**config.mk**
```make
export PLATFORM = sky130hd
export DESIGN_NAME = disk_track_format_seek_verify
export DESIGN_NICKNAME = d
export VERILOG_FILES = /design/src/rtl/byte_fifo.v /design/src/rtl/disk_track_format_seek_verify.v
export VERILOG_INCLUDE_DIRS = /design/src /design/src/rtl
export SDC_FILE = /design/constraint.sdc
export NUM_CORES = 1
export LEC_CHECK = 0
export BUFFER_PORTS_ARGS = -buffer_cell sky130_fd_sc_hd__buf_2
export CORE_ASPECT_RATIO = 0.5
export CORE_UTILIZATION = 30
export DETAILED_ROUTE_END_ITERATION = 16
export SLEW_MARGIN = 20
export SYNTH_ARGS = -nofsm -noshare
export SYNTH_HDL_FRONTEND = slang
export SYNTH_SLANG_ARGS = --single-unit
```
**constraint.sdc**
```tcl
create_clock -name sys_clk -period 9.6 [get_ports sys_clk]
set_input_delay 1.92 -clock sys_clk [delete_from_list [all_inputs] [get_ports sys_clk]]
set_output_delay 1.92 -clock sys_clk [all_outputs]
set_load 0.05 [all_outputs]
```
**src/rtl/track_format_regs.vh**
```
// field layouts, codes and sizes shared by the track format logic
`ifndef TRACK_FORMAT_REGS_VH
`define TRACK_FORMAT_REGS_VH
`define ADDR_FIELD_BYTES   4'h2
`define SKIP_FIELD_BYTES   4'h2
`define CHECK_CODE_BYTES   4'h6
`define GAP_BYTES          14'h0010
`define TRACK_CAPACITY     14'h20B0
`define DRIVE_BITS         5
`define DRIVE_COUNT        32
`define FLAG_DEFECT_COUNT  2
`define FLAG_DEFECT_KEY    1
`define FLAG_DEFECT_DATA   0
`define AREA_COUNT         3'h1
`define AREA_KEY           3'h2
`define AREA_DATA          3'h4
`define OP_NONE            3'h0
`define OP_WRITE_HA        3'h1
`define OP_WRITE_FORMAT    3'h2
`define OP_WRITE_UPDATE    3'h3
`define OP_READ            3'h4
`define OP_SEARCH          3'h5
`define ZERO16             16'h0000
`define ZERO14             14'h0000
`define ZERO8              8'h00
`define ZERO4              4'h0
`define ONE14              14'h0001
`define ONE4               4'h1
`define FIFO_DEPTH         8
`define FIFO_PTR_BITS      3
`endif

```
**src/rtl/byte_fifo.v**
```verilog
// parameterised valid/ready fifo holding host-bound bytes
`timescale 1ns/1ps
module byte_fifo #(
    parameter WIDTH = 8,
    parameter DEPTH = 8,
    parameter PTRW  = 3
) (
    // clocking
    input  wire             sys_clk,
    input  wire             sys_rst,
    input  wire             clkEn,
    // fill side
    input  wire [WIDTH-1:0] inData,
    input  wire             inValid,
    output wire             inReady,
    // drain side
    output wire [WIDTH-1:0] outData,
    output wire             outValid,
    input  wire             outReady
);
    reg [WIDTH-1:0] mem [0:DEPTH-1];
    reg [PTRW-1:0]  wrPtr;
    reg [PTRW-1:0]  rdPtr;
    reg [PTRW:0]    count;
    wire            doWrite;
    wire            doRead;

    assign inReady  = (count != DEPTH);
    assign outValid = (count != 0);
    assign outData  = mem[rdPtr];
    assign doWrite  = inValid && inReady;
    assign doRead   = outValid && outReady;

    always @(posedge sys_clk) begin
        if (sys_rst) begin
            wrPtr <= {PTRW{1'b0}};
            rdPtr <= {PTRW{1'b0}};
            count <= {(PTRW+1){1'b0}};
        end else if (clkEn) begin
            if (doWrite) begin
                mem[wrPtr] <= inData;
                wrPtr      <= wrPtr + 1'b1;
            end
            if (doRead) begin
                rdPtr <= rdPtr + 1'b1;
            end
            if (doWrite && !doRead) begin
                count <= count + 1'b1;
            end else if (doRead && !doWrite) begin
                count <= count - 1'b1;
            end
        end
    end
endmodule

```
**src/rtl/disk_track_format_seek_verify.v**
```verilog
// track formatting, defect skipping and seek verification for a disk control unit
`include "track_format_regs.vh"
`timescale 1ns/1ps
module disk_track_format_seek_verify (
    // clocking
    input  wire        sys_clk,
    input  wire        sys_rst,
    input  wire        clkEn,
    // configuration
    input  wire [1:0]  stringsFitted,
    input  wire [15:0] physBase,
    // seek command
    input  wire        seekStrobe,
    input  wire [4:0]  seekDrive,
    input  wire [15:0] seekLogical,
    output reg  [15:0] drivePhysAddr,
    output reg         driveSeekStart,
    output reg         seekRefused,
    // area command
    input  wire        areaStart,
    input  wire [2:0]  areaOp,
    input  wire [2:0]  areaKind,
    input  wire [4:0]  areaDrive,
    input  wire [13:0] areaLength,
    input  wire [13:0] areaPosition,
    // host byte stream toward disk
    input  wire [7:0]  hostWrData,
    input  wire        hostWrValid,
    output wire        hostWrReady,
    // host byte stream from disk
    output wire [7:0]  hostRdData,
    output wire        hostRdValid,
    input  wire        hostRdReady,
    // disk byte stream
    output reg  [7:0]  diskWrData,
    output reg         diskWrValid,
    output reg         diskGapSkip,
    input  wire [7:0]  diskRdData,
    input  wire        diskRdValid,
    // area results
    output reg  [15:0] lastSkipBytes,
    output reg  [7:0]  lastFlags,
    output reg         areaDone,
    output reg         unitCheck,
    output reg         seekCheck
);
    localparam ST_IDLE  = 6'h01;
    localparam ST_HDR   = 6'h02;
    localparam ST_BODY  = 6'h04;
    localparam ST_GAP   = 6'h08;
    localparam ST_CODE  = 6'h10;
    localparam ST_DONE  = 6'h20;

    reg  [5:0]  state;
    reg  [15:0] savedPhys [0:`DRIVE_COUNT-1];
    reg  [15:0] prevSkip;
    reg  [7:0]  prevFlags;
    reg  [2:0]  op;
    reg  [2:0]  kind;
    reg  [4:0]  drive;
    reg  [13:0] remain;
    reg  [13:0] pos;
    reg  [13:0] gapLeft;
    reg  [3:0]  hdrIdx;
    reg  [3:0]  codeIdx;
    reg  [15:0] hdrPhys;
    reg  [15:0] hdrSkip;
    reg  [47:0] check;
    reg         mismatch;
    reg  [7:0]  rdByte;
    reg         rdPush;
    wire        fifoReady;
    wire        isWrite;
    wire        isFormat;
    wire        hasHeader;
    wire [13:0] gapStart;
    wire        inGap;
    wire        byteGo;
    wire        gapHere;
    wire [7:0]  hdrByte;

    // fold each byte into a 48-bit check word; the gap is never folded in so
    // the code sees the record as contiguous data
    function [47:0] fold;
        input [47:0] acc;
        input [7:0]  b;
        begin
            fold = {acc[39:0], acc[47:40] ^ b ^ acc[7:0]};
        end
    endfunction

    // drive number is legal only within the fitted strings
    function drive_ok;
        input [4:0] d;
        input [1:0] s;
        begin
            drive_ok = (d[4:3] <= s);
        end
    endfunction

    assign isWrite   = (op == `OP_WRITE_HA) || (op == `OP_WRITE_FORMAT) || (op == `OP_WRITE_UPDATE);
    assign isFormat  = (op == `OP_WRITE_HA) || (op == `OP_WRITE_FORMAT);
    assign hasHeader = (kind == `AREA_COUNT);
    // gap centred on the skip field; an all-zero field parks it at track end
    assign gapStart  = (hdrSkip == `ZERO16) ? (`TRACK_CAPACITY) :
                       (hdrSkip[13:0] - (`GAP_BYTES >> 1));
    assign inGap     = (prevFlags != `ZERO8) && (pos == gapStart) && (gapLeft == `ZERO14);
    // flag bits run count, key, data from high to low, the reverse of the kind code
    assign gapHere   = inGap && ((prevFlags[`FLAG_DEFECT_COUNT:`FLAG_DEFECT_DATA] &
                       {kind[0], kind[1], kind[2]}) != 3'h0);
    assign byteGo    = isWrite ? hostWrValid : diskRdValid;
    // ready only where a host byte is really taken, never at the gap or past the body
    assign hostWrReady = isWrite && clkEn && fifoReady &&
                         ((state == ST_HDR && hdrIdx >= `ADDR_FIELD_BYTES) ||
                          (state == ST_BODY && !gapHere && remain != `ZERO14));
    assign hdrByte   = (op == `OP_WRITE_HA) ? hostWrData :
                       (hdrIdx == `ADDR_FIELD_BYTES) ? prevSkip[15:8] :
                       (hdrIdx == `ADDR_FIELD_BYTES + `ONE4) ? prevSkip[7:0] : prevFlags;

    byte_fifo #(
        .WIDTH (8),
        .DEPTH (`FIFO_DEPTH),
        .PTRW  (`FIFO_PTR_BITS)
    ) hostFifo (
        .sys_clk  (sys_clk),
        .sys_rst  (sys_rst),
        .clkEn    (clkEn),
        .inData   (rdByte),
        .inValid  (rdPush),
        .inReady  (fifoReady),
        .outData  (hostRdData),
        .outValid (hostRdValid),
        .outReady (hostRdReady)
    );

    // seek translation; one saved address per drive
    always @(posedge sys_clk) begin
        if (sys_rst) begin
            drivePhysAddr  <= `ZERO16;
            driveSeekStart <= 1'b0;
            seekRefused    <= 1'b0;
        end else if (clkEn) begin
            driveSeekStart <= 1'b0;
            seekRefused    <= 1'b0;
            if (seekStrobe) begin
                if (drive_ok(seekDrive, stringsFitted)) begin
                    drivePhysAddr          <= seekLogical + physBase;
                    savedPhys[seekDrive]   <= seekLogical + physBase;
                    driveSeekStart         <= 1'b1;
                end else begin
                    seekRefused <= 1'b1;
                end
            end
        end
    end

    // area engine
    always @(posedge sys_clk) begin
        if (sys_rst) begin
            state         <= ST_IDLE;
            op            <= `OP_NONE;
            kind          <= `AREA_DATA;
            drive         <= 5'h00;
            remain        <= `ZERO14;
            pos           <= `ZERO14;
            gapLeft       <= `ZERO14;
            hdrIdx        <= `ZERO4;
            codeIdx       <= `ZERO4;
            hdrPhys       <= `ZERO16;
            hdrSkip       <= `ZERO16;
            prevSkip      <= `ZERO16;
            prevFlags     <= `ZERO8;
            check         <= 48'h0000_0000_0000;
            mismatch      <= 1'b0;
            rdByte        <= `ZERO8;
            rdPush        <= 1'b0;
            diskWrData    <= `ZERO8;
            diskWrValid   <= 1'b0;
            diskGapSkip   <= 1'b0;
            lastSkipBytes <= `ZERO16;
            lastFlags     <= `ZERO8;
            areaDone      <= 1'b0;
            unitCheck     <= 1'b0;
            seekCheck     <= 1'b0;
        end else if (clkEn) begin
            rdPush      <= 1'b0;
            diskWrValid <= 1'b0;
            diskGapSkip <= 1'b0;
            areaDone    <= 1'b0;
            case (state)
                ST_IDLE: begin
                    if (areaStart) begin
                        op        <= areaOp;
                        kind      <= areaKind;
                        drive     <= areaDrive;
                        remain    <= areaLength;
                        pos       <= areaPosition;
                        gapLeft   <= `ZERO14;
                        hdrIdx    <= `ZERO4;
                        codeIdx   <= `ZERO4;
                        check     <= 48'h0000_0000_0000;
                        mismatch  <= 1'b0;
                        unitCheck <= 1'b0;
                        seekCheck <= 1'b0;
                        hdrPhys   <= savedPhys[areaDrive];
                        hdrSkip   <= prevSkip;
                        state     <= (areaKind == `AREA_COUNT) ? ST_HDR : ST_BODY;
                    end
                end
                ST_HDR: begin
                    // header order: address (2), skip (2), flag (1)
                    if (isWrite && hdrIdx < `ADDR_FIELD_BYTES) begin
                        diskWrData  <= (hdrIdx == `ZERO4) ? hdrPhys[15:8] : hdrPhys[7:0];
                        diskWrValid <= 1'b1;
                        check       <= fold(check, (hdrIdx == `ZERO4) ? hdrPhys[15:8] : hdrPhys[7:0]);
                        hdrIdx      <= hdrIdx + `ONE4;
                    end else if (byteGo && (!isWrite || fifoReady)) begin
                        if (isWrite) begin
                            if (op == `OP_WRITE_HA) begin
                                if (hdrIdx == `ADDR_FIELD_BYTES) begin
                                    prevSkip[15:8] <= hostWrData;
                                end else if (hdrIdx == `ADDR_FIELD_BYTES + `ONE4) begin
                                    prevSkip[7:0] <= hostWrData;
                                end else begin
                                    prevFlags <= hostWrData;
                                end
                            end
                            diskWrData  <= hdrByte;
                            diskWrValid <= 1'b1;
                            check       <= fold(check, hdrByte);
                        end else begin
                            check <= fold(check, diskRdData);
                            if (hdrIdx < `ADDR_FIELD_BYTES) begin
                                if (hdrIdx == `ZERO4) begin
                                    mismatch <= (diskRdData != hdrPhys[15:8]);
                                end else begin
                                    mismatch <= mismatch || (diskRdData != hdrPhys[7:0]);
                                end
                            end else if (mismatch) begin
                                // wrong address: stop before any header byte goes up
                                state <= ST_DONE;
                            end else begin
                                rdByte <= diskRdData;
                                rdPush <= 1'b1;
                                if (hdrIdx == `ADDR_FIELD_BYTES) begin
                                    prevSkip[15:8] <= diskRdData;
                                end else if (hdrIdx == `ADDR_FIELD_BYTES + `ONE4) begin
                                    prevSkip[7:0] <= diskRdData;
                                end else begin
                                    prevFlags <= diskRdData;
                                end
                            end
                        end
                        if (hdrIdx == `ADDR_FIELD_BYTES + `SKIP_FIELD_BYTES) begin
                            state <= ST_BODY;
                        end
                        hdrIdx <= hdrIdx + `ONE4;
                    end
                end
                ST_BODY: begin
                    if (gapHere) begin
                        gapLeft <= `GAP_BYTES;
                        state   <= ST_GAP;
                    end else if (remain == `ZERO14) begin
                        state <= ST_CODE;
                    end else if (byteGo && (!isWrite || fifoReady)) begin
                        if (isWrite) begin
                            diskWrData  <= hostWrData;
                            diskWrValid <= 1'b1;
                            check       <= fold(check, hostWrData);
                        end else begin
                            rdByte <= diskRdData;
                            rdPush <= !(op == `OP_SEARCH);
                            check  <= fold(check, diskRdData);
                        end
                        remain <= remain - `ONE14;
                        pos    <= pos + `ONE14;
                    end
                end
                ST_GAP: begin
                    // gap bytes pass with neither data transfer nor error
                    diskGapSkip <= 1'b1;
                    if (gapLeft == `ONE14) begin
                        state <= ST_BODY;
                        pos   <= pos + `ONE14;
                        gapLeft <= `ZERO14;
                    end else begin
                        gapLeft <= gapLeft - `ONE14;
                        pos     <= pos + `ONE14;
                    end
                    if (!isFormat && gapLeft == `ONE14) begin
                        gapLeft <= `GAP_BYTES;
                    end
                end
                ST_CODE: begin
                    if (isWrite) begin
                        diskWrData  <= check[47:40];
                        diskWrValid <= 1'b1;
                        check       <= {check[39:0], `ZERO8};
                        codeIdx     <= codeIdx + `ONE4;
                        if (codeIdx == `CHECK_CODE_BYTES - `ONE4) begin
                            state <= ST_DONE;
                        end
                    end else begin
                        state <= ST_DONE;
                    end
                end
                ST_DONE: begin
                    areaDone      <= 1'b1;
                    lastSkipBytes <= prevSkip;
                    lastFlags     <= prevFlags;
                    unitCheck     <= !isWrite && hasHeader && mismatch;
                    seekCheck     <= !isWrite && hasHeader && mismatch;
                    state         <= ST_IDLE;
                end
                default: begin
                    state <= ST_IDLE;
                end
            endcase
        end
    end
endmodule

```
== After elaboration in Yosys (flattened, before gate mapping) ==
Memory sizes are Yosys's and may differ from the RTL's. A register that Yosys moved wholly into a read port is not among the register bits.
Index checks and enable logic that the tools add are counted.

* Register bits after elaboration: 224
* RAM bits: 576
* Input port bits: 102
* Output and inout port bits: 65
* Word-level logic and storage cells: 298
* Memories: 2

{| class="wikitable"
|+ Memories
! name !! words !! width !! read ports !! clocked after memory_dff !! wr ports !! line !! text
|-
| savedPhys || 32 || 16 || 1 || 1 || 1 || disk_track_format_seek_verify.v:55 || <nowiki>reg [15:0] savedPhys [0:`DRIVE_COUNT-1];</nowiki>
|-
| hostFifo.mem || 8 || 8 || 1 || 1 || 1 || byte_fifo.v:21 || <nowiki>reg [WIDTH-1:0] mem [0:DEPTH-1];</nowiki>
|}

* Add/subtract/negate cells: 11
* Magnitude comparators: 3
* Equality and inequality tests: 46
* Mux-type cells: 129
* Bitwise logic cells: 12
* Reduce and logical (&&, ||, !) cells: 66

{| class="wikitable"
|+ Operator list
! kind !! number
|-
| two-way mux 48 bit || 7
|-
| two-way mux 8 bit || 37
|-
| case mux 48 bit (4 select lines) || 1
|-
| two-way mux 14 bit || 13
|-
| case mux 14 bit (3 select lines) || 2
|-
| two-way mux 6 bit || 12
|-
| two-way mux 16 bit || 4
|-
| bitwise XOR 8 bit || 8
|-
| two-way mux 1 bit || 34
|-
| case mux 6 bit (5 select lines) || 1
|-
| logical NOT 14 bit || 2
|-
| case mux 14 bit (2 select lines) || 1
|-
| subtractor 14 x 1 -> 14 bit, second input constant || 2
|-
| AND reduction 9 bit || 3
|-
| inequality test 2 bit, second input constant || 13
|-
| two-way mux 4 bit || 6
|-
| case mux 8 bit (3 select lines) || 1
|-
| logical AND 1 bit || 18
|-
| adder 16 bit || 1
|-
| logical NOT 16 bit || 1
|-
| inequality test 8 bit || 2
|-
| case mux 4 bit (2 select lines) || 2
|-
| case mux 8 bit (2 select lines) || 1
|-
| AND reduction 8 bit || 2
|-
| other kinds (46) || 93
|}

== Logic depth before layout (Yosys ltp) ==
Gate-level depths: netlist (run 1).

* Depth after elaboration: 11
* Gate-level depth with buffers: 12
* Depth with buffers taken out: 11

== Cells and area by module ==
From an unflattened synthesis (run 1), not the netlist that was laid out.

* Cells, all modules: 2488
* Area total of the unflattened synthesis: 34699.5 sq um

{| class="wikitable"
|+ Modules (own cells, without submodules)
! module !! instances !! cells an instance !! area each (sq um)
|-
| disk_track_format_seek_verify || 1 || 2324 || 31631.6
|-
| byte_fifo || 1 || 164 || 3067.9
|}

== Worst setup path after synthesis (run 1) ==
No wires, ideal clock.

* Path type: input to output
* Start point: in clkEn
* End point: out hostWrReady
* Arrival: 3.318 ns
* Data required time: 7.680 ns
* Slack: 4.362 ns
* Stages: 4
* Cells stage by stage: clkbuf_1 > clkbuf_1 > nand3_1 > a21oi_1

* Word-level cells in the longest chain between the ends: 3

{| class="wikitable"
|+ RTL lines
! element !! line !! text
|-
| start: declaration || disk_track_format_seek_verify.v:8 || <nowiki>input wire clkEn,</nowiki>
|-
| logical AND 1 bit (3 in a row) || disk_track_format_seek_verify.v:113 || <nowiki>assign hostWrReady = isWrite && clkEn && fifoReady &&</nowiki>
|-
| end: declaration || disk_track_format_seek_verify.v:29 || <nowiki>output wire hostWrReady,</nowiki>
|}

No other way between the ends.

== Final worst setup path (run 1) ==
* Start point: reg hdrSkip[3]
* End point: out hostWrReady

* Word-level cells in the longest chain between the ends: 11

{| class="wikitable"
|+ RTL lines
! element !! line !! text
|-
| start: declaration || disk_track_format_seek_verify.v:67 || <nowiki>reg [15:0] hdrSkip;</nowiki>
|-
| start signal: assignment || disk_track_format_seek_verify.v:170 || <nowiki>hdrSkip <= `ZERO16;</nowiki>
|-
| start signal: assignment || disk_track_format_seek_verify.v:206 || <nowiki>hdrSkip <= prevSkip;</nowiki>
|-
| subtractor 14 x 4 -> 14 bit / logical NOT 16 bit (equally long branches) || -- ||
|-
| two-way mux 14 bit * || disk_track_format_seek_verify.v:105 || <nowiki>assign gapStart = (hdrSkip == `ZERO16) ? (`TRACK_CAPACITY) :</nowiki>
|-
| equality test 14 bit * || disk_track_format_seek_verify.v:107 || <nowiki>assign inGap = (prevFlags != `ZERO8) && (pos == gapStart) && (gapLeft == `ZERO14);</nowiki>
|-
| logical AND 1 bit * (2 in a row) || disk_track_format_seek_verify.v:107 ||
|-
| logical AND 1 bit * || disk_track_format_seek_verify.v:109 || <nowiki>assign gapHere = inGap && ((prevFlags[`FLAG_DEFECT_COUNT:`FLAG_DEFECT_DATA] &</nowiki>
|-
| logical NOT 1 bit * || disk_track_format_seek_verify.v:115 || <nowiki>(state == ST_BODY && !gapHere && remain != `ZERO14));</nowiki>
|-
| logical AND 1 bit * || disk_track_format_seek_verify.v:115 ||
|-
| logical AND 1 bit (no line) * || -- ||
|-
| logical OR 1 bit * || disk_track_format_seek_verify.v:114 || <nowiki>((state == ST_HDR && hdrIdx >= `ADDR_FIELD_BYTES) ||</nowiki>
|-
| logical AND 1 bit * || disk_track_format_seek_verify.v:113 ||
|}

Every way passes the cells marked *; elsewhere a longest branch is shown, timed or not.

==> impl_metrics.py, run 1 <==
metrics = {
    "status": {
        "outcome": "complete, no violations",
    },
    "finish": {
        "drive_gt1_share_pct": 22.6,
        "nets": 2848,
        "fillCellCount": 11000,
        "fin_area_um2": 40800,
        "areaGrowthSynthToFinish_pct": 15.5,
    },
    "min_path": {
        "hold_class": "reg2reg",
        "min_from": "check[9]$_SDFFE_PP0P_",
        "min_to": "check[17]$_SDFFE_PP0P_",
        "holdPathStages": 2,
    },
    "route": {
        "first_iter_violations": 2203,
        "wire_per_inst_um": 22.2,
        "wl_mm": 96.4,
        "drc": 0,
        "first_pass_iters": 5,
        "routed_via_density": 5.21,
        "dr_wl_met2_mm": 46.0,
        "vias": 22700,
        "dr_wl_met3_mm": 6.52,
        "ant_nets": 0,
        "wl_met1_mm": 41.6,
        "highest_layer": "met4",
    },
    "floorplanning": {
        "die_h_um": 245,
        "start_util_pct": 30.5,
        "die_area_um2": 119000,
        "dieWidth_um": 487,
        "ioPinCount": 167,
        "rows": 88,
        "design.core.area_um2": 116000,
    },
    "power": {
        "power_frac_comb_pct": 11.6,
        "netSwitchingPower_w": 0.00214,
        "power_frac_seq_pct": 49.3,
        "power_density_nw_per_um2": 199,
        "clock_power_share_pct": 39.0,
        "p_sw_share_pct": 26.4,
        "peakVddDrop_uv": 143,
        "power.static_leakage_nw": 13.3,
        "intPower_w": 0.00597,
    },
    "logic_synthesis": {
        "ys_seq_elements": 819,
        "async_flop_share_pct": 0,
        "yosysUniqueCellTypes": 94,
        "synth_edf_count": 576,
        "syn_area_um2": 35300,
        "syn_inst": 2563,
        "syn_nets": 2699,
        "ys.flop_type": "edfxtp_1",
        "yosys_warnings": 0,
        "synth_area_per_cell_um2": 13.8,
        "synth-seq-area-share_pct": 62.8,
    },
    "critical_path": {
        "crit_path_start_kind": "flop",
        "critPathMaxFanout": 8,
        "arrival_ps": 3830,
        "cp.required_ps": 7680,
        "worst_r2r_endpoint": "pos[0]$_SDFFE_PP0P_",
        "r2r_setup_slack_ps": 5580,
        "cp-end-kind": "primary output",
        "worstReg2RegStart": "hdrSkip[3]$_SDFFE_PP0P_",
        "critPathKind": "reg2out",
        "r2r_cells": 10,
    },
    "cts": {
        "clk_latency_ps": 680,
        "numCtsBuffers": 79,
        "cts_tree": "built",
        "clk_path_buf_depth": 3,
        "cts_resized": 0,
        "cts.sinks": 819,
        "clockRootBuffer": "clkbuf_16",
        "htreeDepth": 3,
        "hold_buffers": 0,
        "post_cts_buffers": 0,
        "clk_pin_slew_ps": 70,
    },
    "sta": {
        "skew_ps": 58.9,
        "tns_ps": 0,
        "period_needed_ps": 5750,
        "timing_hold_violations_final": 0,
        "slew_violations": 0,
        "period_share_pct": 59.9,
        "maxSlewHeadroom_pct": 20.8,
        "rsz0062_at_grt": "no",
        "max_freq_ghz": 0.174,
        "worst_pin_slew_ps": 1180,
        "finalSetupViolations": 0,
    },
    "grt": {
        "grt_usage_pct": 15.9,
        "grt.overflow.total": 0,
        "grt_pass1_vias": 22000,
        "grt_pass1_wl_mm": 144,
        "antenna_found_initial": 11,
        "grt_max_degree": 145,
    },
    "placement": {
        "place_hpwl_mm": 64.1,
        "port_buffers": 166,
        "place_area_um2": 38100,
        "gp_congestion": 0.878,
    },
    "job": {
        "drv_cap": 0,
    },
}
## per-stage QoR
stage | hold WS, ps | power [W] | setup slack [ps] | utilization [%] | std cells
global placement | 446 | 0.00499 | 2520 | 32.9 | 4206
CTS | 434 | 0.00816 | 3770 | 35.2 | 4353
finish | 431 | 0.00811 | 3850 | 35.2 | 4354
detailed placement | 449 | 0.00502 | 3330 | 32.9 | 4206
global route | 460 | 0.00838 | 3630 | 35.2 | 4353
floorplan | 442 | 0.00465 | 4360 | - | 2563
## worst max-delay path, stage by stage, from the launching register on
cell,delay (ps)
dfxtp_1,360
inv_1,100
ha_1,200
or4b_4,520
nor3_2,270
xnor3_1,250
and4_1,220
o2111ai_2,320
o21ai_2,220
a21oi_1,380
buf_2,340
## cell usage after synthesis (8+ instances only)
| master | count | area [µm²] |
|---|---|---|
| a211oi_1 | 43 | 323 |
| a21o_1 | 14 | 105 |
| a21oi_1 | 157 | 786 |
| a311oi_1 | 11 | 96.3 |
| a31o_2 | 11 | 96.3 |
| and3_1 | 15 | 93.8 |
| buf_1 | 21 | 78.8 |
| clkbuf_1 | 123 | 462 |
| dfxtp_1 | 243 | 4860 |
| edfxtp_1 | 576 | 17300 |
| ha_1 | 32 | 400 |
| inv_1 | 39 | 146 |
| mux2_2 | 16 | 180 |
| mux2i_1 | 55 | 551 |
| mux4_2 | 176 | 3960 |
| nand2_1 | 277 | 1040 |
| nand2b_1 | 12 | 75.1 |
| nand3_1 | 59 | 295 |
| nand3b_1 | 12 | 90.1 |
| nand4_1 | 18 | 113 |
| nor2_1 | 166 | 623 |
| nor3_1 | 49 | 245 |
| nor4_1 | 15 | 93.8 |
| o211ai_1 | 11 | 82.6 |
| o21ai_0 | 70 | 350 |
| o221a_2 | 8 | 90.1 |
| o22ai_1 | 43 | 269 |
| o31ai_1 | 15 | 113 |
| o32ai_1 | 9 | 78.8 |
| or2_2 | 12 | 75.1 |
| or3_1 | 27 | 169 |
| or4_1 | 15 | 113 |
| xnor2_1 | 48 | 420 |
| xor2_1 | 37 | 324 |
## layer usage
layer	global-route usage, %	vias up
met5	0	-
met1	21.5	11500
met3	2.90	142
met2	26.2	804
met4	4.36	0
li1	-	10200
## cell families (layout without fill, tap and decap cells)
family                     after synthesis  after routing  synth area share (%)
buffers and inverters                  195            410                  2.16
DFF                                    819            819                  62.8
adders and majority gates               34             34                  1.25
muxes                                  247            247                  13.3
other                                    0              1                     0
AOI/OAI and AO/OA                      467            467                  8.80
xor gates and xnor gates                88             88                  2.30
and+or+nand+nor                        713            713                  9.43
## registers in the layout, indices dropped and copies added, names as in the netlist, 6 cells and up, named ones only
| register | count |
|---|---|
| prevSkip | 16 |
| pos | 14 |
| hdrPhys | 16 |
| diskWrData | 8 |
| prevFlags | 8 |
| hdrSkip | 16 |
| check | 48 |
| state | 6 |
| lastFlags | 8 |
| hostFifo.mem | 64 |
| remain | 14 |
| gapLeft | 14 |
| drivePhysAddr | 16 |
| lastSkipBytes | 16 |
| savedPhys | 512 |
| rdByte | 8 |
## power groups by stage
| stage | Sequential (W) | Combinational (W) | Clock (W) |
|---|---|---|---|
| after floorplan | 0.00407 | 0.000579 | 0 |
| after global placement | 0.00407 | 0.000920 | 0 |
| after detailed placement | 0.00408 | 0.000942 | 0 |
| after CTS | 0.00400 | 0.000944 | 0.00322 |
| after global routing | 0.00401 | 0.00102 | 0.00335 |
| final | 0.00400 | 0.000941 | 0.00317 |
## area by class of cell
class	instances	area, µm²	share of cell area (%)
antenna	1	2.50	0.00613
clock buffer	111	2190	5.36
clock inverter	36	449	1.10
inverter	40	150	0.368
multi-input combinational	1549	12600	30.8
sequential	819	22200	54.3
tap	1575	1970	4.83
timing repair buffer	223	1300	3.18
## worst max-delay path by stage
stage,slack (ps),from,to,depth (start not counted)
after CTS,3770,hdrSkip[3]$_SDFFE_PP0P_,hostWrReady,10
final,3850,hdrSkip[3]$_SDFFE_PP0P_,hostWrReady,10
after global placement,2520,seekDrive[4],savedPhys[29][12]$_DFFE_PP_,8
after floorplan,4360,clkEn,hostWrReady,4
after detailed placement,3330,seekDrive[4],savedPhys[29][12]$_DFFE_PP_,8
after global routing,3630,hdrSkip[3]$_SDFFE_PP0P_,hostWrReady,10
## cells in the final DEF (no fill, tap or decap), types with 11 or more instances in the layout
cell type    n
a211oi_1    43
a21o_1      14
a21oi_1    155
a311oi_1    11
a31o_2      11
and3_1      14
buf_2      163
buf_4       55
clkbuf_1    23
clkbuf_16   79
clkinv_2    11
dfxtp_1    243
edfxtp_1   576
ha_1        32
inv_1       39
mux2_2      16
mux2i_1     55
mux4_2     176
nand2_1    277
nand2b_1    12
nand3_1     58
nand3b_1    12
nand4_1     18
nor2_1     151
nor2_2      15
nor3_1      45
nor4_1      15
o211ai_1    11
o21ai_0     69
o22ai_1     43
o31ai_1     15
or2_2       12
or3_1       27
or4_1       15
xnor2_1     37
xor2_1      36
Note: power is estimated with default switching activity, not from simulation.
==> run 2: changes to the inputs <==
clock period = 5.8 ns   (was 9.6 ns; I/O delays follow)
==> run 2 against run 1 <==
Effect of this change:
- clock power is 70% higher
- largest cell class unchanged
- critical path depth unchanged
- sequential power increased by 65%
==> impl_metrics.py, run 2 (synthesis results as in run 1) <==
metrics = {
    "sta": {
        "period_needed_ps": 4950,
        "rsz0062_at_grt": "no",
        "max_freq_ghz": 0.202,
        "skew_ps": 32.5,
        "period_share_pct": 85.3,
        "tns_ps": 0,
        "slew_violations": 0,
        "finalSetupViolations": 0,
        "maxSlewHeadroom_pct": 34.1,
        "whs_ps": 452,
        "worst_pin_slew_ps": 989,
        "timing_hold_violations_final": 0,
    },
    "grt": {
        "grt_usage_pct": 15.7,
        "grt_max_degree": 73,
        "met2_usage_pct": 27.1,
        "grt_pass1_vias": 22400,
        "grt_pass1_wl_mm": 142,
        "busiest_layer": "met2",
        "grt.overflow.total": 0,
        "antenna_found_initial": 12,
        "grt_use_met1_pct": 20.5,
        "globalRouteMet3Util_pct": 2.28,
    },
    "power": {
        "power_density_nw_per_um2": 329,
        "power_frac_seq_pct": 48.9,
        "power_frac_comb_pct": 11.1,
        "power.static_leakage_nw": 13.4,
        "netSwitchingPower_w": 0.00345,
        "p_sw_share_pct": 25.5,
        "intPower_w": 0.0101,
        "peakVddDrop_uv": 205,
        "clock_power_share_pct": 40.0,
    },
    "cts": {
        "htreeDepth": 3,
        "clockRootBuffer": "clkbuf_16",
        "cts_resized": 0,
        "post_cts_buffers": 0,
        "clk_pin_slew_ps": 60,
        "hold_buffers": 0,
        "cts.sinks": 819,
        "clk_latency_ps": 660,
        "cts_tree": "built",
        "numCtsBuffers": 81,
        "clk_path_buf_depth": 3,
    },
    "critical_path": {
        "critPathKind": "reg2out",
        "cp_top_family": "simple AND/OR/NAND/NOR gates",
        "cp_cell_sequence": "inv_1, ha_1, or4b_4, or4_4, nand3_1, nor3b_2, o22ai_2, o21ai_2, a21oi_1, buf_2",
        "cp.required_ps": 4640,
        "worstReg2RegStart": "hdrSkip[3]$_SDFFE_PP0P_",
        "arrival_ps": 3790,
        "crit_cells": 10,
        "cp_slowest_cell": "or4b_4",
        "crit_path_start_kind": "flop",
        "critical_path.endpoint": "hostWrReady",
        "crit_buf_inv": 2,
        "cp-end-kind": "primary output",
        "r2r_cells": 10,
        "worst_r2r_endpoint": "gapLeft[6]$_SDFFE_PP0P_",
        "critPathLaunch": "hdrSkip[3]$_SDFFE_PP0P_",
        "critPathMaxFanout": 8,
        "slowest_delay_ps": 530,
        "r2r_setup_slack_ps": 2240,
    },
    "route": {
        "vias": 22600,
        "wl_mm": 94.6,
        "wire_per_inst_um": 21.6,
        "first_iter_violations": 2093,
        "first_pass_iters": 7,
        "drc": 0,
        "routed_via_density": 5.17,
        "ant_nets": 0,
    },
    "job": {
        "drv_cap": 0,
    },
    "floorplanning": {
        "design.core.area_um2": 116000,
        "die_area_um2": 119000,
        "die_h_um": 245,
        "ioPinCount": 167,
        "start_util_pct": 30.5,
        "dieWidth_um": 487,
        "rows": 88,
    },
    "placement": {
        "port_buffers": 166,
        "place_area_um2": 38300,
        "dp.cells": 4222,
        "gp_congestion": 0.905,
        "place_hpwl_mm": 61.6,
    },
    "finish": {
        "final_cell_mix": "576 x edfxtp_1, 277 x nand2_1, 242 x dfxtp_1, 176 x mux4_2, 163 x buf_2",
        "final_common_cell": "edfxtp_1",
        "nets": 2866,
        "drive_gt1_share_pct": 23.3,
        "areaGrowthSynthToFinish_pct": 16.3,
        "largest_register_ffs": 512,
        "post-route-util_pct": 35.4,
        "fin_area_um2": 41100,
        "top_register": "savedPhys",
        "fin_cells": 4377,
        "top_regs": "savedPhys (512), hostFifo.mem (64), check (48)",
    },
    "status": {
        "outcome": "complete, no violations",
    },
    "min_path": {
        "hold_class": "reg2reg",
        "min_from": "lastSkipBytes[12]$_SDFFE_PP0P_",
    },
}
run 2: stage by stage:
step                setup WS, ps  power (W)
floorplan                   1630    0.00769
global placement            1290    0.00818
detailed placement          1170    0.00822
CTS                          816     0.0136
global route                 705     0.0140
finish                       852     0.0135
run 2: power groups by stage:
| stage | logic [W] | clock network [W] | registers [W] |
|---|---|---|---|
| global placement | 0.00145 | 0 | 0.00673 |
| floorplan | 0.000958 | 0 | 0.00673 |
| finish | 0.00149 | 0.00540 | 0.00661 |
| global route | 0.00163 | 0.00573 | 0.00662 |
| detailed placement | 0.00148 | 0 | 0.00673 |
| CTS | 0.00149 | 0.00550 | 0.00661 |
run 2: how the worst min path moves through the flow:
stage,endpoint,cells past startpoint,slack (ps)
after CTS,lastSkipBytes[12]$_SDFFE_PP0P_,2,450
after global routing,lastFlags[0]$_SDFFE_PP0P_,2,480
final,lastSkipBytes[12]$_SDFFE_PP0P_,2,450
after detailed placement,lastSkipBytes[12]$_SDFFE_PP0P_,2,440
after floorplan,lastFlags[7]$_SDFFE_PP0P_,2,440
after global placement,lastSkipBytes[12]$_SDFFE_PP0P_,2,440
run 2: worst min-delay path, cell delays in order (launching register included):
cell and delay, ps:
dfxtp_1 300, nand2_1 50, a21oi_1 50
run 2: area by class of cell:
class                           instances  area [µm²]
Fill cell                           11100       74900
Antenna cell                            3        7.51
Inverter                               40         150
Tap cell                             1575        1970
Timing Repair Buffer                  239        1430
Sequential cell                       819       22200
Multi-Input combinational cell       1549       12600
Clock inverter                         37         439
Clock buffer                          115        2310
run 2: metal layers:
layer	share of wire [%]	vias up
met1	42	11500
met4	2.3	4
met2	50	702
met5	0.023	-
li1	-	10200
met3	5.5	143
